`src/hw/uart_stat_pkg.sv`:
```
package uart_stat_pkg;

  // Register offsets are byte addresses on the local register port.
  localparam logic [31:0] LINE_STATUS_OFFS = 32'h7E21_5054;
  localparam logic [31:0] MODEM_STATUS_OFFS = 32'h7E21_5058;
  localparam logic [31:0] SCRATCH_BYTE_OFFS = 32'h7E21_505C;
  localparam logic [31:0] EXTRA_CONTROL_OFFS = 32'h7E21_5060;
  localparam logic [31:0] EXTRA_STATUS_OFFS = 32'h7E21_5064;
  localparam logic [31:0] MODEM_CONTROL_OFFS = 32'h7E21_5050;

  // Line status bit positions.
  localparam int LS_TX_IDLE_BIT = 6;
  localparam int LS_TX_SPACE_BIT = 5;
  localparam int LS_OVERRUN_BIT = 1;
  localparam int LS_DATA_READY_BIT = 0;

  // Modem status bit position.
  localparam int MS_CTS_INV_BIT = 5;

  // Modem control bit position.
  localparam int MC_RTS_BIT = 1;

  // Extra status bit positions.
  localparam int ES_TX_LEVEL_LSB = 24;
  localparam int ES_RX_LEVEL_LSB = 16;
  localparam int ES_TX_DONE_BIT = 9;
  localparam int ES_TX_EMPTY_BIT = 8;
  localparam int ES_CTS_BIT = 7;
  localparam int ES_RTS_BIT = 6;
  localparam int ES_TX_FULL_BIT = 5;
  localparam int ES_OVERRUN_BIT = 4;
  localparam int ES_TX_IDLE_BIT = 3;
  localparam int ES_RX_IDLE_BIT = 2;
  localparam int ES_TX_SPACE_BIT = 1;
  localparam int ES_RX_AVAIL_BIT = 0;

  // FIFO geometry.
  localparam logic [3:0] FIFO_DEPTH = 4'h8;

  // Reset values.
  localparam logic [7:0] SCRATCH_RST = 8'h00;
  localparam logic MODEM_RTS_RST = 1'b0;

  typedef struct packed {
    logic cts_low_active;
    logic rts_low_active;
    logic [1:0] rts_level;
    logic tx_flow_en;
    logic rx_flow_en;
    logic tx_en;
    logic rx_en;
  } extra_control_type;

  localparam extra_control_type EXTRA_CONTROL_RST = 8'h03;

  // Status coming from the surrounding transmitter, receiver and FIFOs.
  typedef struct packed {
    logic [3:0] tx_level;
    logic [3:0] rx_level;
    logic tx_shift_idle;
    logic rx_shift_idle;
  } core_status_type;

endpackage : uart_stat_pkg

```
`src/hw/uart_status_and_flow_control.sv`:
```
`timescale 1ns/10ps

module uart_status_and_flow_control
(
  input wire logic clock_i,
  input wire logic nrst_i,
  input wire logic [31:0] addr_i,
  input wire logic [31:0] wdata_i,
  input wire logic wr_i,
  input wire logic rd_i,
  output logic [31:0] rdata_o,
  input wire uart_stat_pkg::core_status_type core_i,
  input wire logic rx_char_done_i,
  input wire logic tx_start_req_i,
  input wire logic rx_start_req_i,
  input wire logic clear_to_send_pin_i,
  output logic request_to_send_pin_o,
  output logic tx_start_ok_o,
  output logic rx_start_ok_o,
  output logic rx_store_o
);

  ////////////////////////////////////////////////////////////////////////////////
  // Registers.

  uart_stat_pkg::extra_control_type ctrl_ff;
  logic [7:0] scratch_ff;
  logic modem_rts_ff;
  logic overrun_ff;
  logic [31:0] rdata_ff;
  logic rts_ff;

  logic rd_line_status;
  logic rx_full;
  logic tx_empty;
  logic tx_space;
  logic tx_idle;
  logic cts_asserted;
  logic [3:0] rx_free;
  logic [3:0] rts_threshold;
  logic rtr_level;
  logic nxt_rts;

  assign rd_line_status = rd_i && (addr_i == uart_stat_pkg::LINE_STATUS_OFFS);

  always_ff @(posedge clock_i or negedge nrst_i)
  begin
    if (!nrst_i)
    begin
      ctrl_ff <= uart_stat_pkg::EXTRA_CONTROL_RST;
    end
    else if (wr_i && addr_i == uart_stat_pkg::EXTRA_CONTROL_OFFS)
    begin
      ctrl_ff <= wdata_i[7:0];
    end
  end

  always_ff @(posedge clock_i or negedge nrst_i)
  begin
    if (!nrst_i)
    begin
      scratch_ff <= uart_stat_pkg::SCRATCH_RST;
    end
    else if (wr_i && addr_i == uart_stat_pkg::SCRATCH_BYTE_OFFS)
    begin
      scratch_ff <= wdata_i[7:0];
    end
  end

  always_ff @(posedge clock_i or negedge nrst_i)
  begin
    if (!nrst_i)
    begin
      modem_rts_ff <= uart_stat_pkg::MODEM_RTS_RST;
    end
    else if (wr_i && addr_i == uart_stat_pkg::MODEM_CONTROL_OFFS)
    begin
      modem_rts_ff <= wdata_i[uart_stat_pkg::MC_RTS_BIT];
    end
  end

  ////////////////////////////////////////////////////////////////////////////////
  // FIFO derived status.

  assign rx_full = (core_i.rx_level >= uart_stat_pkg::FIFO_DEPTH);
  assign tx_empty = (core_i.tx_level == 4'h0);
  assign tx_space = (core_i.tx_level < uart_stat_pkg::FIFO_DEPTH);
  assign tx_idle = tx_empty && core_i.tx_shift_idle;
  assign rx_free = rx_full ? 4'h0 : uart_stat_pkg::FIFO_DEPTH - core_i.rx_level;

  // A new overrun in the same cycle as the clearing read wins, so no event is lost.
  always_ff @(posedge clock_i or negedge nrst_i)
  begin
    if (!nrst_i)
    begin
      overrun_ff <= 1'b0;
    end
    else if (rx_char_done_i && rx_full)
    begin
      overrun_ff <= 1'b1;
    end
    else if (rd_line_status)
    begin
      overrun_ff <= 1'b0;
    end
  end

  // Completed characters are stored only when there is room.
  assign rx_store_o = rx_char_done_i && !rx_full;

  ////////////////////////////////////////////////////////////////////////////////
  // Flow control.

  always_comb
  begin
    case (ctrl_ff.rts_level)
      2'h0: rts_threshold = 4'h3;
      2'h1: rts_threshold = 4'h2;
      2'h2: rts_threshold = 4'h1;
      default: rts_threshold = 4'h4;
    endcase
  end

  // Ready to receive holds while free entries exceed the threshold.
  assign rtr_level = (rx_free > rts_threshold);

  always_comb
  begin
    if (ctrl_ff.rx_flow_en)
    begin
      nxt_rts = ctrl_ff.rts_low_active ? !rtr_level : rtr_level;
    end
    else
    begin
      nxt_rts = !modem_rts_ff;
    end
  end

  always_ff @(posedge clock_i or negedge nrst_i)
  begin
    if (!nrst_i)
    begin
      rts_ff <= 1'b1;
    end
    else
    begin
      rts_ff <= nxt_rts;
    end
  end

  assign request_to_send_pin_o = rts_ff;

  assign cts_asserted = ctrl_ff.cts_low_active ? !clear_to_send_pin_i
                                               : clear_to_send_pin_i;

  // Only the start of a symbol is gated, so a symbol already underway completes.
  assign tx_start_ok_o = tx_start_req_i && ctrl_ff.tx_en && !tx_empty
                         && (!ctrl_ff.tx_flow_en || cts_asserted);
  assign rx_start_ok_o = rx_start_req_i && ctrl_ff.rx_en;

  ////////////////////////////////////////////////////////////////////////////////
  // Read data.

  always_ff @(posedge clock_i or negedge nrst_i)
  begin
    if (!nrst_i)
    begin
      rdata_ff <= 32'h0000_0000;
    end
    else if (rd_i)
    begin
      rdata_ff <= 32'h0000_0000;
      if (addr_i == uart_stat_pkg::LINE_STATUS_OFFS)
      begin
        rdata_ff[uart_stat_pkg::LS_TX_IDLE_BIT] <= tx_idle;
        rdata_ff[uart_stat_pkg::LS_TX_SPACE_BIT] <= tx_space;
        rdata_ff[uart_stat_pkg::LS_OVERRUN_BIT] <= overrun_ff;
        rdata_ff[uart_stat_pkg::LS_DATA_READY_BIT] <= (core_i.rx_level != 4'h0);
      end
      else if (addr_i == uart_stat_pkg::MODEM_STATUS_OFFS)
      begin
        rdata_ff[uart_stat_pkg::MS_CTS_INV_BIT] <= !clear_to_send_pin_i;
      end
      else if (addr_i == uart_stat_pkg::SCRATCH_BYTE_OFFS)
      begin
        rdata_ff[7:0] <= scratch_ff;
      end
      else if (addr_i == uart_stat_pkg::EXTRA_CONTROL_OFFS)
      begin
        rdata_ff[7:0] <= ctrl_ff;
      end
      else if (addr_i == uart_stat_pkg::MODEM_CONTROL_OFFS)
      begin
        rdata_ff[uart_stat_pkg::MC_RTS_BIT] <= modem_rts_ff;
      end
      else if (addr_i == uart_stat_pkg::EXTRA_STATUS_OFFS)
      begin
        rdata_ff[uart_stat_pkg::ES_TX_LEVEL_LSB +: 4] <= core_i.tx_level;
        rdata_ff[uart_stat_pkg::ES_RX_LEVEL_LSB +: 4] <= core_i.rx_level;
        rdata_ff[uart_stat_pkg::ES_TX_DONE_BIT] <= tx_idle;
        rdata_ff[uart_stat_pkg::ES_TX_EMPTY_BIT] <= tx_empty;
        rdata_ff[uart_stat_pkg::ES_CTS_BIT] <= clear_to_send_pin_i;
        rdata_ff[uart_stat_pkg::ES_RTS_BIT] <= rts_ff;
        rdata_ff[uart_stat_pkg::ES_TX_FULL_BIT] <= !tx_space;
        rdata_ff[uart_stat_pkg::ES_OVERRUN_BIT] <= overrun_ff;
        rdata_ff[uart_stat_pkg::ES_TX_IDLE_BIT] <= core_i.tx_shift_idle;
        rdata_ff[uart_stat_pkg::ES_RX_IDLE_BIT] <= core_i.rx_shift_idle;
        rdata_ff[uart_stat_pkg::ES_TX_SPACE_BIT] <= tx_space;
        rdata_ff[uart_stat_pkg::ES_RX_AVAIL_BIT] <= (core_i.rx_level != 4'h0);
      end
    end
  end

  assign rdata_o = rdata_ff;

  ////////////////////////////////////////////////////////////////////////////////
  // Checks.

  // Overrun flag and receive storage.

  overrun_set_a: assert property (@(posedge clock_i) disable iff (!nrst_i)
    rx_char_done_i && rx_full
    |=> overrun_ff)
    else $error("overrun not set");

  overrun_clear_a: assert property (@(posedge clock_i) disable iff (!nrst_i)
    rd_line_status && !(rx_char_done_i && rx_full)
    |=> !overrun_ff)
    else $error("overrun not cleared by read");

  overrun_hold_a: assert property (@(posedge clock_i) disable iff (!nrst_i)
    overrun_ff && !rd_line_status
    |=> overrun_ff)
    else $error("overrun lost without a clearing read");

  stat_overrun_a: assert property (@(posedge clock_i) disable iff (!nrst_i)
    rd_i && addr_i == uart_stat_pkg::EXTRA_STATUS_OFFS
    |=> rdata_o[uart_stat_pkg::ES_OVERRUN_BIT] == $past(overrun_ff))
    else $error("extra status overrun wrong");

  drop_full_a: assert property (@(posedge clock_i) disable iff (!nrst_i)
    rx_full
    |-> !rx_store_o)
    else $error("stored into full fifo");

  store_room_a: assert property (@(posedge clock_i) disable iff (!nrst_i)
    rx_char_done_i && core_i.rx_level < uart_stat_pkg::FIFO_DEPTH
    |-> rx_store_o)
    else $error("character with room not stored");

  ////////////////////////////////////////////////////////////////////////////////
  // Start gating. These only look at symbol starts; a symbol in flight is never cut.

  cts_hold_a: assert property (@(posedge clock_i) disable iff (!nrst_i)
    ctrl_ff.tx_flow_en && !cts_asserted
    |-> !tx_start_ok_o)
    else $error("start while cts deasserted");

  tx_free_run_a: assert property (@(posedge clock_i) disable iff (!nrst_i)
    !ctrl_ff.tx_flow_en && ctrl_ff.tx_en && tx_start_req_i && core_i.tx_level != 4'h0
    |-> tx_start_ok_o)
    else $error("transmit held without flow control");

  tx_empty_a: assert property (@(posedge clock_i) disable iff (!nrst_i)
    core_i.tx_level == 4'h0
    |-> !tx_start_ok_o)
    else $error("start with empty transmit fifo");

  tx_disable_a: assert property (@(posedge clock_i) disable iff (!nrst_i)
    !ctrl_ff.tx_en
    |-> !tx_start_ok_o)
    else $error("start while tx disabled");

  rx_disable_a: assert property (@(posedge clock_i) disable iff (!nrst_i)
    !ctrl_ff.rx_en
    |-> !rx_start_ok_o)
    else $error("rx start while disabled");

  rx_start_a: assert property (@(posedge clock_i) disable iff (!nrst_i)
    ctrl_ff.rx_en && rx_start_req_i
    |-> rx_start_ok_o)
    else $error("enabled receiver refused a start");

  ////////////////////////////////////////////////////////////////////////////////
  // Request-to-send. The pin is registered, so each check on the pin looks one cycle later.

  manual_rts_a: assert property (@(posedge clock_i) disable iff (!nrst_i)
    !ctrl_ff.rx_flow_en ##1 !ctrl_ff.rx_flow_en
    |-> request_to_send_pin_o == !$past(modem_rts_ff))
    else $error("manual rts wrong");

  auto_rts_a: assert property (@(posedge clock_i) disable iff (!nrst_i)
    ctrl_ff.rx_flow_en && !ctrl_ff.rts_low_active && rx_free <= rts_threshold
    |=> !request_to_send_pin_o)
    else $error("rts not deasserted");

  rts_low_a: assert property (@(posedge clock_i) disable iff (!nrst_i)
    ctrl_ff.rx_flow_en && ctrl_ff.rts_low_active && rx_free <= rts_threshold
    |=> request_to_send_pin_o)
    else $error("inverted rts not deasserted");

  rts_reassert_a: assert property (@(posedge clock_i) disable iff (!nrst_i)
    ctrl_ff.rx_flow_en && !ctrl_ff.rts_low_active && rx_free > rts_threshold
    |=> request_to_send_pin_o)
    else $error("rts not reasserted");

  threshold_code_a: assert property (@(posedge clock_i) disable iff (!nrst_i)
    ctrl_ff.rts_level == 2'h3
    |-> rts_threshold == 4'h4)
    else $error("threshold code three wrong");

  ////////////////////////////////////////////////////////////////////////////////
  // Register port.

  rdata_hold_a: assert property (@(posedge clock_i) disable iff (!nrst_i)
    !rd_i
    |=> $stable(rdata_o))
    else $error("read data moved without a read");

  scratch_write_a: assert property (@(posedge clock_i) disable iff (!nrst_i)
    wr_i && addr_i == uart_stat_pkg::SCRATCH_BYTE_OFFS
    |=> scratch_ff == $past(wdata_i[7:0]))
    else $error("scratch write lost");

  scratch_keep_a: assert property (@(posedge clock_i) disable iff (!nrst_i)
    !(wr_i && addr_i == uart_stat_pkg::SCRATCH_BYTE_OFFS)
    |=> $stable(scratch_ff))
    else $error("scratch changed without a write");

  ctrl_write_a: assert property (@(posedge clock_i) disable iff (!nrst_i)
    wr_i && addr_i == uart_stat_pkg::EXTRA_CONTROL_OFFS
    |=> ctrl_ff == $past(wdata_i[7:0]))
    else $error("control write lost");

  modem_write_a: assert property (@(posedge clock_i) disable iff (!nrst_i)
    wr_i && addr_i == uart_stat_pkg::MODEM_CONTROL_OFFS
    |=> modem_rts_ff == $past(wdata_i[uart_stat_pkg::MC_RTS_BIT]))
    else $error("manual rts write lost");

  lsr_read_a: assert property (@(posedge clock_i) disable iff (!nrst_i)
    rd_line_status
    |=> rdata_o[uart_stat_pkg::LS_TX_IDLE_BIT] == $past(tx_idle))
    else $error("tx idle readback wrong");

  tx_space_a: assert property (@(posedge clock_i) disable iff (!nrst_i)
    rd_line_status
    |=> rdata_o[uart_stat_pkg::LS_TX_SPACE_BIT] == ($past(core_i.tx_level) != 4'h8))
    else $error("tx space readback wrong");

  data_ready_a: assert property (@(posedge clock_i) disable iff (!nrst_i)
    rd_line_status
    |=> rdata_o[uart_stat_pkg::LS_DATA_READY_BIT] == ($past(core_i.rx_level) != 4'h0))
    else $error("data ready readback wrong");

  lsr_overrun_a: assert property (@(posedge clock_i) disable iff (!nrst_i)
    rd_line_status
    |=> rdata_o[uart_stat_pkg::LS_OVERRUN_BIT] == $past(overrun_ff))
    else $error("overrun readback wrong");

  msr_read_a: assert property (@(posedge clock_i) disable iff (!nrst_i)
    rd_i && addr_i == uart_stat_pkg::MODEM_STATUS_OFFS
    |=> rdata_o[uart_stat_pkg::MS_CTS_INV_BIT] != $past(clear_to_send_pin_i))
    else $error("cts status wrong");

endmodule : uart_status_and_flow_control

```
`config.mk`:
```
export PLATFORM = sky130hd
export DESIGN_NAME = uart_status_and_flow_control
export DESIGN_NICKNAME = d
export VERILOG_FILES = /design/src/hw/uart_stat_pkg.sv /design/src/hw/uart_status_and_flow_control.sv
export SDC_FILE = /design/constraint.sdc
export NUM_CORES = 1
export LEC_CHECK = 0
export BUFFER_PORTS_ARGS = -buffer_cell sky130_fd_sc_hd__buf_4
export CORE_ASPECT_RATIO = 2
export CORE_UTILIZATION = 45
export DETAILED_ROUTE_END_ITERATION = 10
export GPL_TIMING_DRIVEN = 1
export PLACE_DENSITY = 0.8
export SLEW_MARGIN = 20
export SYNTH_ARGS = -nofsm -noshare
export SYNTH_HDL_FRONTEND = slang
export SYNTH_SLANG_ARGS = --single-unit
export TNS_END_PERCENT = 100
```
`constraint.sdc`:
```
create_clock -name clock_i -period 1.8 [get_ports clock_i]
set_input_delay 0.27 -clock clock_i [delete_from_list [all_inputs] [get_ports clock_i]]
set_output_delay 0.27 -clock clock_i [all_outputs]
set_load 0.01 [all_outputs]
```
==> reports/qor.log, run 1 <==
[run_status] result of the run finished, final reports clean
[cts] Post-CTS Setup Inserts 0
[timing] post-route clock skew 1.52 ps
[global_route] initial antenna violation count 0
[synth] cell type with the highest aggregate area in the netlist sky130_fd_sc_hd__dfrtp_1
[final_layout] final standard cell count with taps included and fillers excluded 368
[power] power after layout 1.62 mW
[cts] clock tree root buffer cell sky130_fd_sc_hd__clkbuf_8
[power] leakage component of the power 1.46 nW
[global_route] pin count of the biggest net entering global routing 38
[drt] iteration-0 DRC count of the detailed router 36
[floorplanning] die outline width 51.5 µm
[floorplanning] area of the die 0.00519 mm²
[cts] number of buffers added by the clock tree synthesis step 5
[timing] setup slack after layout 195 ps
[drt] Routed Antenna Nets 0
[placement] pre-CTS setup slack -121 ps
[critical_path] highest net fanout along the worst path 8
[cts] clock-pin slew on the worst setup and hold paths 70 ps
[synth] EDFF count, synth 0
[final_layout] final layout net count 398
[floorplanning] number of top-level pins 118
[timing] Final setup viols 0
[drt] metal2 WL 2970 µm
[placement] Placed Area 0.00290 mm²
[drt] met1 WL 1760 µm
[power] power share of the clock group 33.9%
[final_layout] layout cell share with drive strength beyond 1 41.9%
[hold_path] class of the tightest hold or removal check primary input to flop
[timing] Highest Clock Rate 623 MHz
[synth] cell area after synthesis 0.00220 mm²
[cts] number of sinks handled by clock tree synthesis 37
[timing] post-layout min period 1600 ps
[floorplanning] placeable core region 0.00464 mm²
[timing] Tightest Pin Transition 568 ps
[timing] worst relative slew slack 62.0%
[drt] final routed wire length divided by cell count 14.0 µm
[power] sw frac 24.1%
[synth] FF+latch count, synth 37
[placement] number of placed cells counting well taps 359
[synth] area share of the leading cell type in the synthesized netlist 38.7%
[power] combinational fraction of design power 14.8%
[synth] asr flop ratio synth 100%
[timing] total count of hold-check failures in the final report 0
[cts] TritonCTS clock tree done
[placement] post-detail-place hpwl 4190 µm
[final_layout] area growth from synthesis to layout 35.7%
[power] switching power 0.391 mW
[critical_path] required time at the worst-slack endpoint 1970 ps
[final_layout] count of fill cells added during filler insertion 394
[drt] total met3 wirelength after detailed routing 253 µm
[timing] Slew Limit Fails 0
[power] internal portion of total power 1.23 mW
[floorplanning] number of cell rows 35
[synth] largest cells by area after synthesis sky130_fd_sc_hd__dfrtp_1 39%, sky130_fd_sc_hd__mux2_4 5.5%, sky130_fd_sc_hd__o22ai_1 5.1%, sky130_fd_sc_hd__buf_4 4.8%, sky130_fd_sc_hd__mux2_2 4.6%
[timing] setup total negative slack 0 ps
[critical_path] critical setup path kind primary input to flop
[drt] sum of routed wire length over all layers 5150 µm
[drt] via count 1945
[drt] count of unresolved DRC violations after routing 0
[critical_path] Worst Setup Start Kind primary input
[synth] Yosys cell types 48
[drt] uppermost metal layer occupied by signal nets met4
[floorplanning] starting density of the core 47.4%
[placement] GPL Wtd Cong 0.810
[job] number of max-cap violations 0
[cts] buffers from clock root to sink, at most 2
[final_layout] Design Area, Final 0.00299 mm²
[global_route] total global routing overflow 0
[cts] H-tree Lvls 2
[synth] instance count of the mapped netlist 217
[timing] RSZ-0062 raised after global routing false
[synth] portion of the post-synthesis area used by sequential elements 42.2%
[drt] vias per cell 5.29
[final_layout] antenna diode count 0
[synth] Post-synth top flop sky130_fd_sc_hd__dfrtp_1
[critical_path] Setup crit end kind flop
[critical_path] critical path arrival 1780 ps
[cts] Clk Latency, worst-skew pair 290 ps
[floorplanning] die height 101 µm
[global_route] first-pass GRT wire length 8160 µm
[global_route] GRT Util Overall 21.4%
[global_route] via count of the first global-routing pass 1889
[synth] Mean Syn Cell Area 10.1 µm²
[drt] count of TritonRoute iterations in the first routing pass 4
[synth] Yosys Warn Count 0
[power] power per standard cell area 543 mW/mm²
[timing] Period Utilization, post-route 89.2%
[power] proportion of power drawn by flip-flops and latches 51.3%
[power] Max VDD drop 0.000480 V
[final_layout] final core utilization 64.3%
[placement] number of input and output port buffers inserted 79
[cts] number of gates resized after cts 0
[timing] minimum hold slack 218 ps
==> state kept, by name (all words and copies together), names as in the netlist <==
register               flops
ctrl_ff                    8
scratch_ff                 8
modem_rts_ff               1
request_to_send_pin_o      1
rdata_o                   18
overrun_ff                 1
==> worst max-delay path: stages <==
cell and delay, ps:
sky130_fd_sc_hd__buf_4 110, sky130_fd_sc_hd__or4b_4 540, sky130_fd_sc_hd__nor3_4 180, sky130_fd_sc_hd__buf_4 170, sky130_fd_sc_hd__nand4_4 190, sky130_fd_sc_hd__mux2_2 320
==> cells in the mapped netlist, drive strengths merged, types with 2 or more instances <==
cell,n
dfrtp,34
inv,23
buf,18
nand2,18
o22ai,18
mux2,17
nor2,9
a21oi,7
mux2i,7
clkbuf,4
ha,4
nand3,4
nand4,4
nor2b,4
nor3,4
and3,3
and4bb,3
dfstp,3
nand2b,3
nand4b,3
o21ai,3
and2,2
nor4b,2
o211ai,2
o221ai,2
xnor2,2
==> cell families (layout without fill, tap and decap cells) <==
logic type,count (synthesis),count (layout),synth area share [%]
fa+ha+maj,4,4,2.27
buf+inv,46,129,10.6
compound gates,39,39,11.5
mux,24,24,13.2
other cells,1,14,0.170
simple gates,63,63,18.8
flops,37,37,42.2
xor+xnor,3,3,1.19
==> power groups by stage <==
stage,Clock [mW],Sequential (mW),Combinational [mW]
2_1_floorplan,0,0.847,0.108
3_3_place_gp,0,0.847,0.234
4_1_cts,0.567,0.831,0.242
3_5_place_dp,0,0.847,0.240
6_report,0.549,0.832,0.240
5_1_grt,0.599,0.831,0.264
==> worst paths after layout <==
| kind | slack (ps) | cells past startpoint | end | start |
|---|---|---|---|---|
| hold / removal | 220 | 2 | scratch_ff[5]$_DFFE_PN0P_ | wdata_i[5] |
| max in group asynchronous | 970 | 2 | ctrl_ff[0]$_DFFE_PN1P_ | nrst_i |
| setup / recovery | 200 | 6 | ctrl_ff[5]$_DFFE_PN0P_ | addr_i[20] |
| setup reg to reg | 280 | 6 | request_to_send_pin_o$_DFF_PN1_ | ctrl_ff[5]$_DFFE_PN0P_ |
| hold reg to reg | 510 | 2 | rdata_o[1]$_DFFE_PN0P_ | rdata_o[1]$_DFFE_PN0P_ |
| min in group asynchronous | 480 | 2 | rdata_o[2]$_DFFE_PN0P_ | nrst_i |
==> cell usage in the layout, fill, tap and decap left out, drive strengths merged, types with 4 or more instances in the layout <==
cell type	n
nand2	18
dfrtp	34
nor2	9
conb	14
nand3	4
o22ai	18
inv	23
mux2i	7
ha	4
a21oi	7
nor2b	4
nor3	4
nand4	4
clkbuf	7
mux2	17
buf	96
==> what timing repair did <==
action | in CTS | in global routing
setup endpoints to repair | 0 | 0
hold buffers | 1 | 0
hold endpoints to repair | 34 | 0
==> final cells by class <==
cell class              instances  area (µm²)  area share (%)
multi-input cells             147        1090            36.4
flip-flops and latches         37         930            31.1
repair buffers                 97         731            24.5
inverters                      24        90.1            3.02
clock buffers                   7        76.3            2.56
well taps                      55        68.8            2.30
clock inverters                 1        5.00           0.168
==> metal layers <==
metal  global-route usage (%)  vias up
met3                     3.17       14
met1                     20.6      910
met4                     11.6        0
met2                     41.1       85
met5                        0        -
li1                         -      936
No activity file was read; power rests on OpenSTA's default activity.
==> inputs of run 2 (changes only) <==
--- a/config.mk
+++ b/config.mk
@@ -11,6 +11,7 @@
 export DETAILED_ROUTE_END_ITERATION = 10
 export GPL_TIMING_DRIVEN = 1
 export PLACE_DENSITY = 0.8
+export SETUP_SLACK_MARGIN = 0.4
 export SLEW_MARGIN = 20
 export SYNTH_ARGS = -nofsm -noshare
 export SYNTH_HDL_FRONTEND = slang
==> reports/qor.log, run 2 (synthesis results as in run 1) <==
[floorplanning] die height 101 µm [unchanged]
[floorplanning] starting density of the core 47.4% [unchanged]
[cts] number of sinks handled by clock tree synthesis 37 [unchanged]
[placement] post-detail-place hpwl 4400 µm [+5.2%]
[critical_path] critical path arrival 1780 ps [about the same]
[hold_path] class of the tightest hold or removal check primary input to flop
[power] proportion of power drawn by flip-flops and latches 50.1% [-1.2 points]
[global_route] total global routing overflow 0 [unchanged]
[final_layout] area growth from synthesis to layout 46.0%
[drt] final routed wire length divided by cell count 15.9 µm [+14%]
[final_layout] area of all sequential standard cells 930 µm² [unchanged]
[run_status] result of the run finished, final reports clean
[drt] via count 2040 [+4.9%]
[timing] Highest Clock Rate 621 MHz [-0.36%]
[timing] total count of hold-check failures in the final report 0 [unchanged]
[drt] count of TritonRoute iterations in the first routing pass 4 [unchanged]
[final_layout] count of fill cells added during filler insertion 368 [-6.6%]
[final_layout] Design Area, Final 0.00321 mm² [+7.6%]
[floorplanning] die outline width 51.5 µm [unchanged]
[timing] worst relative slew slack 63.3% [+1.4 points]
[floorplanning] number of top-level pins 118 [unchanged]
[floorplanning] area of the die 0.00519 mm² [unchanged]
[drt] iteration-0 DRC count of the detailed router 46 [+28%]
[floorplanning] number of cell rows 35 [unchanged]
[placement] number of placed cells counting well taps 358 [-0.28%]
[drt] vias per cell 5.47 [+3.5%]
[drt] count of unresolved DRC violations after routing 0 [unchanged]
[timing] Slew Limit Fails 0 [unchanged]
[cts] number of buffers added by the clock tree synthesis step 5 [unchanged]
[timing] minimum hold slack 222 ps [+4.15 ps]
[final_layout] commonest cells after routing, fill and taps aside 91 x sky130_fd_sc_hd__buf_4, 34 x sky130_fd_sc_hd__dfrtp_1, 21 x sky130_fd_sc_hd__inv_1
[final_layout] final standard cell count with taps included and fillers excluded 373 [+1.4%]
[power] combinational fraction of design power 16.9% [+2.1 points]
[global_route] via count of the first global-routing pass 2097 [+11%]
[power] internal portion of total power 1.25 mW [+1.5%]
[power] Max VDD drop 0.000504 V [+5.0%]
[critical_path] Worst Setup Start Kind primary input
[critical_path] required time at the worst-slack endpoint 1970 ps [about the same]
[global_route] first-pass GRT wire length 9330 µm [+14%]
[drt] sum of routed wire length over all layers 5950 µm [+16%]
[cts] clock tree root buffer cell sky130_fd_sc_hd__clkbuf_8
[timing] Tightest Pin Transition 548 ps [-20.3 ps]
[final_layout] final layout net count 403 [+1.3%]
[timing] post-route clock skew 5.04 ps [+3.52 ps]
[power] power per standard cell area 516 mW/mm² [-4.9%]
[power] switching power 0.412 mW [+5.4%]
[placement] Placed Area 0.00292 mm² [+0.69%]
[placement] number of input and output port buffers inserted 79 [unchanged]
[power] leakage component of the power 1.52 nW [+4.2%]
[cts] H-tree Lvls 2 [unchanged]
[global_route] initial antenna violation count 0 [unchanged]
[final_layout] flip-flop count of the largest register after layout 18 [unchanged]
[final_layout] most common cell after layout, fill and taps aside sky130_fd_sc_hd__buf_4
[timing] Final setup viols 0 [unchanged]
[final_layout] final core utilization 69.2% [+4.9 points]
[job] number of max-cap violations 0 [unchanged]
[global_route] GRT Util Overall 24.5% [+3.0 points]
[drt] Routed Antenna Nets 0 [unchanged]
[cts] clock-pin slew on the worst setup and hold paths 70 ps [about the same]
[timing] post-layout min period 1610 ps [+5.83 ps]
[final_layout] antenna diode count 0 [unchanged]
[power] power share of the clock group 33.0% [-0.9 points]
[floorplanning] placeable core region 0.00464 mm² [unchanged]
[power] sw frac 24.8% [+0.70 points]
[timing] Period Utilization, post-route 89.5% [+0.32 points]
[global_route] pin count of the biggest net entering global routing 38 [unchanged]
[placement] GPL Wtd Cong 0.785 [-3.1%]
[final_layout] layout cell share with drive strength beyond 1 48.7% [+6.9 points]
[critical_path] highest net fanout along the worst path 5 [-3]
[timing] setup total negative slack 0 ps [unchanged]
[cts] TritonCTS clock tree done
[final_layout] area of the multi-input gates 0.00123 mm² [+13%]
[timing] RSZ-0062 raised after global routing true
[cts] Clk Latency, worst-skew pair 290 ps [about the same]
[critical_path] critical setup path kind primary input to flop
[cts] buffers from clock root to sink, at most 2 [unchanged]
[critical_path] Setup crit end kind flop
run 2: worst paths after layout:
path | startpoint | end | slack (ps) | depth (start not counted)
worst max-delay path | addr_i[8] | scratch_ff[1]$_DFFE_PN0P_ | 190 | 7
worst min-delay path | rx_char_done_i | overrun_ff$_DFFE_PN0P_ | 220 | 2
worst max register to register | ctrl_ff[5]$_DFFE_PN0P_ | request_to_send_pin_o$_DFF_PN1_ | 360 | 6
worst min register to register | rdata_o[1]$_DFFE_PN0P_ | rdata_o[1]$_DFFE_PN0P_ | 520 | 2
max in group asynchronous | nrst_i | ctrl_ff[1]$_DFFE_PN1P_ | 960 | 2
min in group asynchronous | nrst_i | scratch_ff[0]$_DFFE_PN0P_ | 490 | 2
run 2: layout make-up:
cell class                      count  share of cell area [%]
Inverter                           24                    3.27
Timing Repair Buffer              101                    24.8
Multi-Input combinational cell    148                    38.3
Sequential cell                    37                    28.9
Clock buffer                        7                    2.37
Clock inverter                      1                   0.156
Tap cell                           55                    2.14
run 2: power groups by stage:
stage | logic, mW | clock network (mW) | registers, mW
2_1_floorplan | 0.112 | 0 | 0.847
3_3_place_gp | 0.239 | 0 | 0.847
3_5_place_dp | 0.246 | 0 | 0.847
4_1_cts | 0.269 | 0.559 | 0.831
5_1_grt | 0.300 | 0.585 | 0.831
6_report | 0.280 | 0.548 | 0.832
run 2: metal layers:
metal	vias up	share of wire (%)	track usage, %
met4	0	4.8	14.1
met3	21	4.1	3.17
met2	104	58	47.8
met5	-	0	0
met1	973	33	22.5
li1	942	-	-
run 2: per-stage QoR:
| step | power [mW] | setup slack (ps) |
|---|---|---|
| after floorplan | 0.959 | -82.7 |
| after global placement | 1.09 | -150 |
| after detailed placement | 1.09 | -188 |
| after CTS | 1.66 | 168 |
| after global routing | 1.72 | 143 |
| final | 1.66 | 189 |
run 2: timing repair:
action,in CTS,in global routing
endpoints found under the setup margin,37,38
hold buffers,1,0
gates resized for setup,20,11
pin swaps,15,7
buffers inserted,5,0
gates cloned,1,0
hold endpoints to repair,34,0
run 2: worst max-delay path, cell delays in order:
cell,delay [ps]
sky130_fd_sc_hd__buf_4,120
sky130_fd_sc_hd__nor4b_4,260
sky130_fd_sc_hd__nand4_1,180
sky130_fd_sc_hd__nor3_4,270
sky130_fd_sc_hd__and3_4,240
sky130_fd_sc_hd__buf_6,140
sky130_fd_sc_hd__mux2_4,300
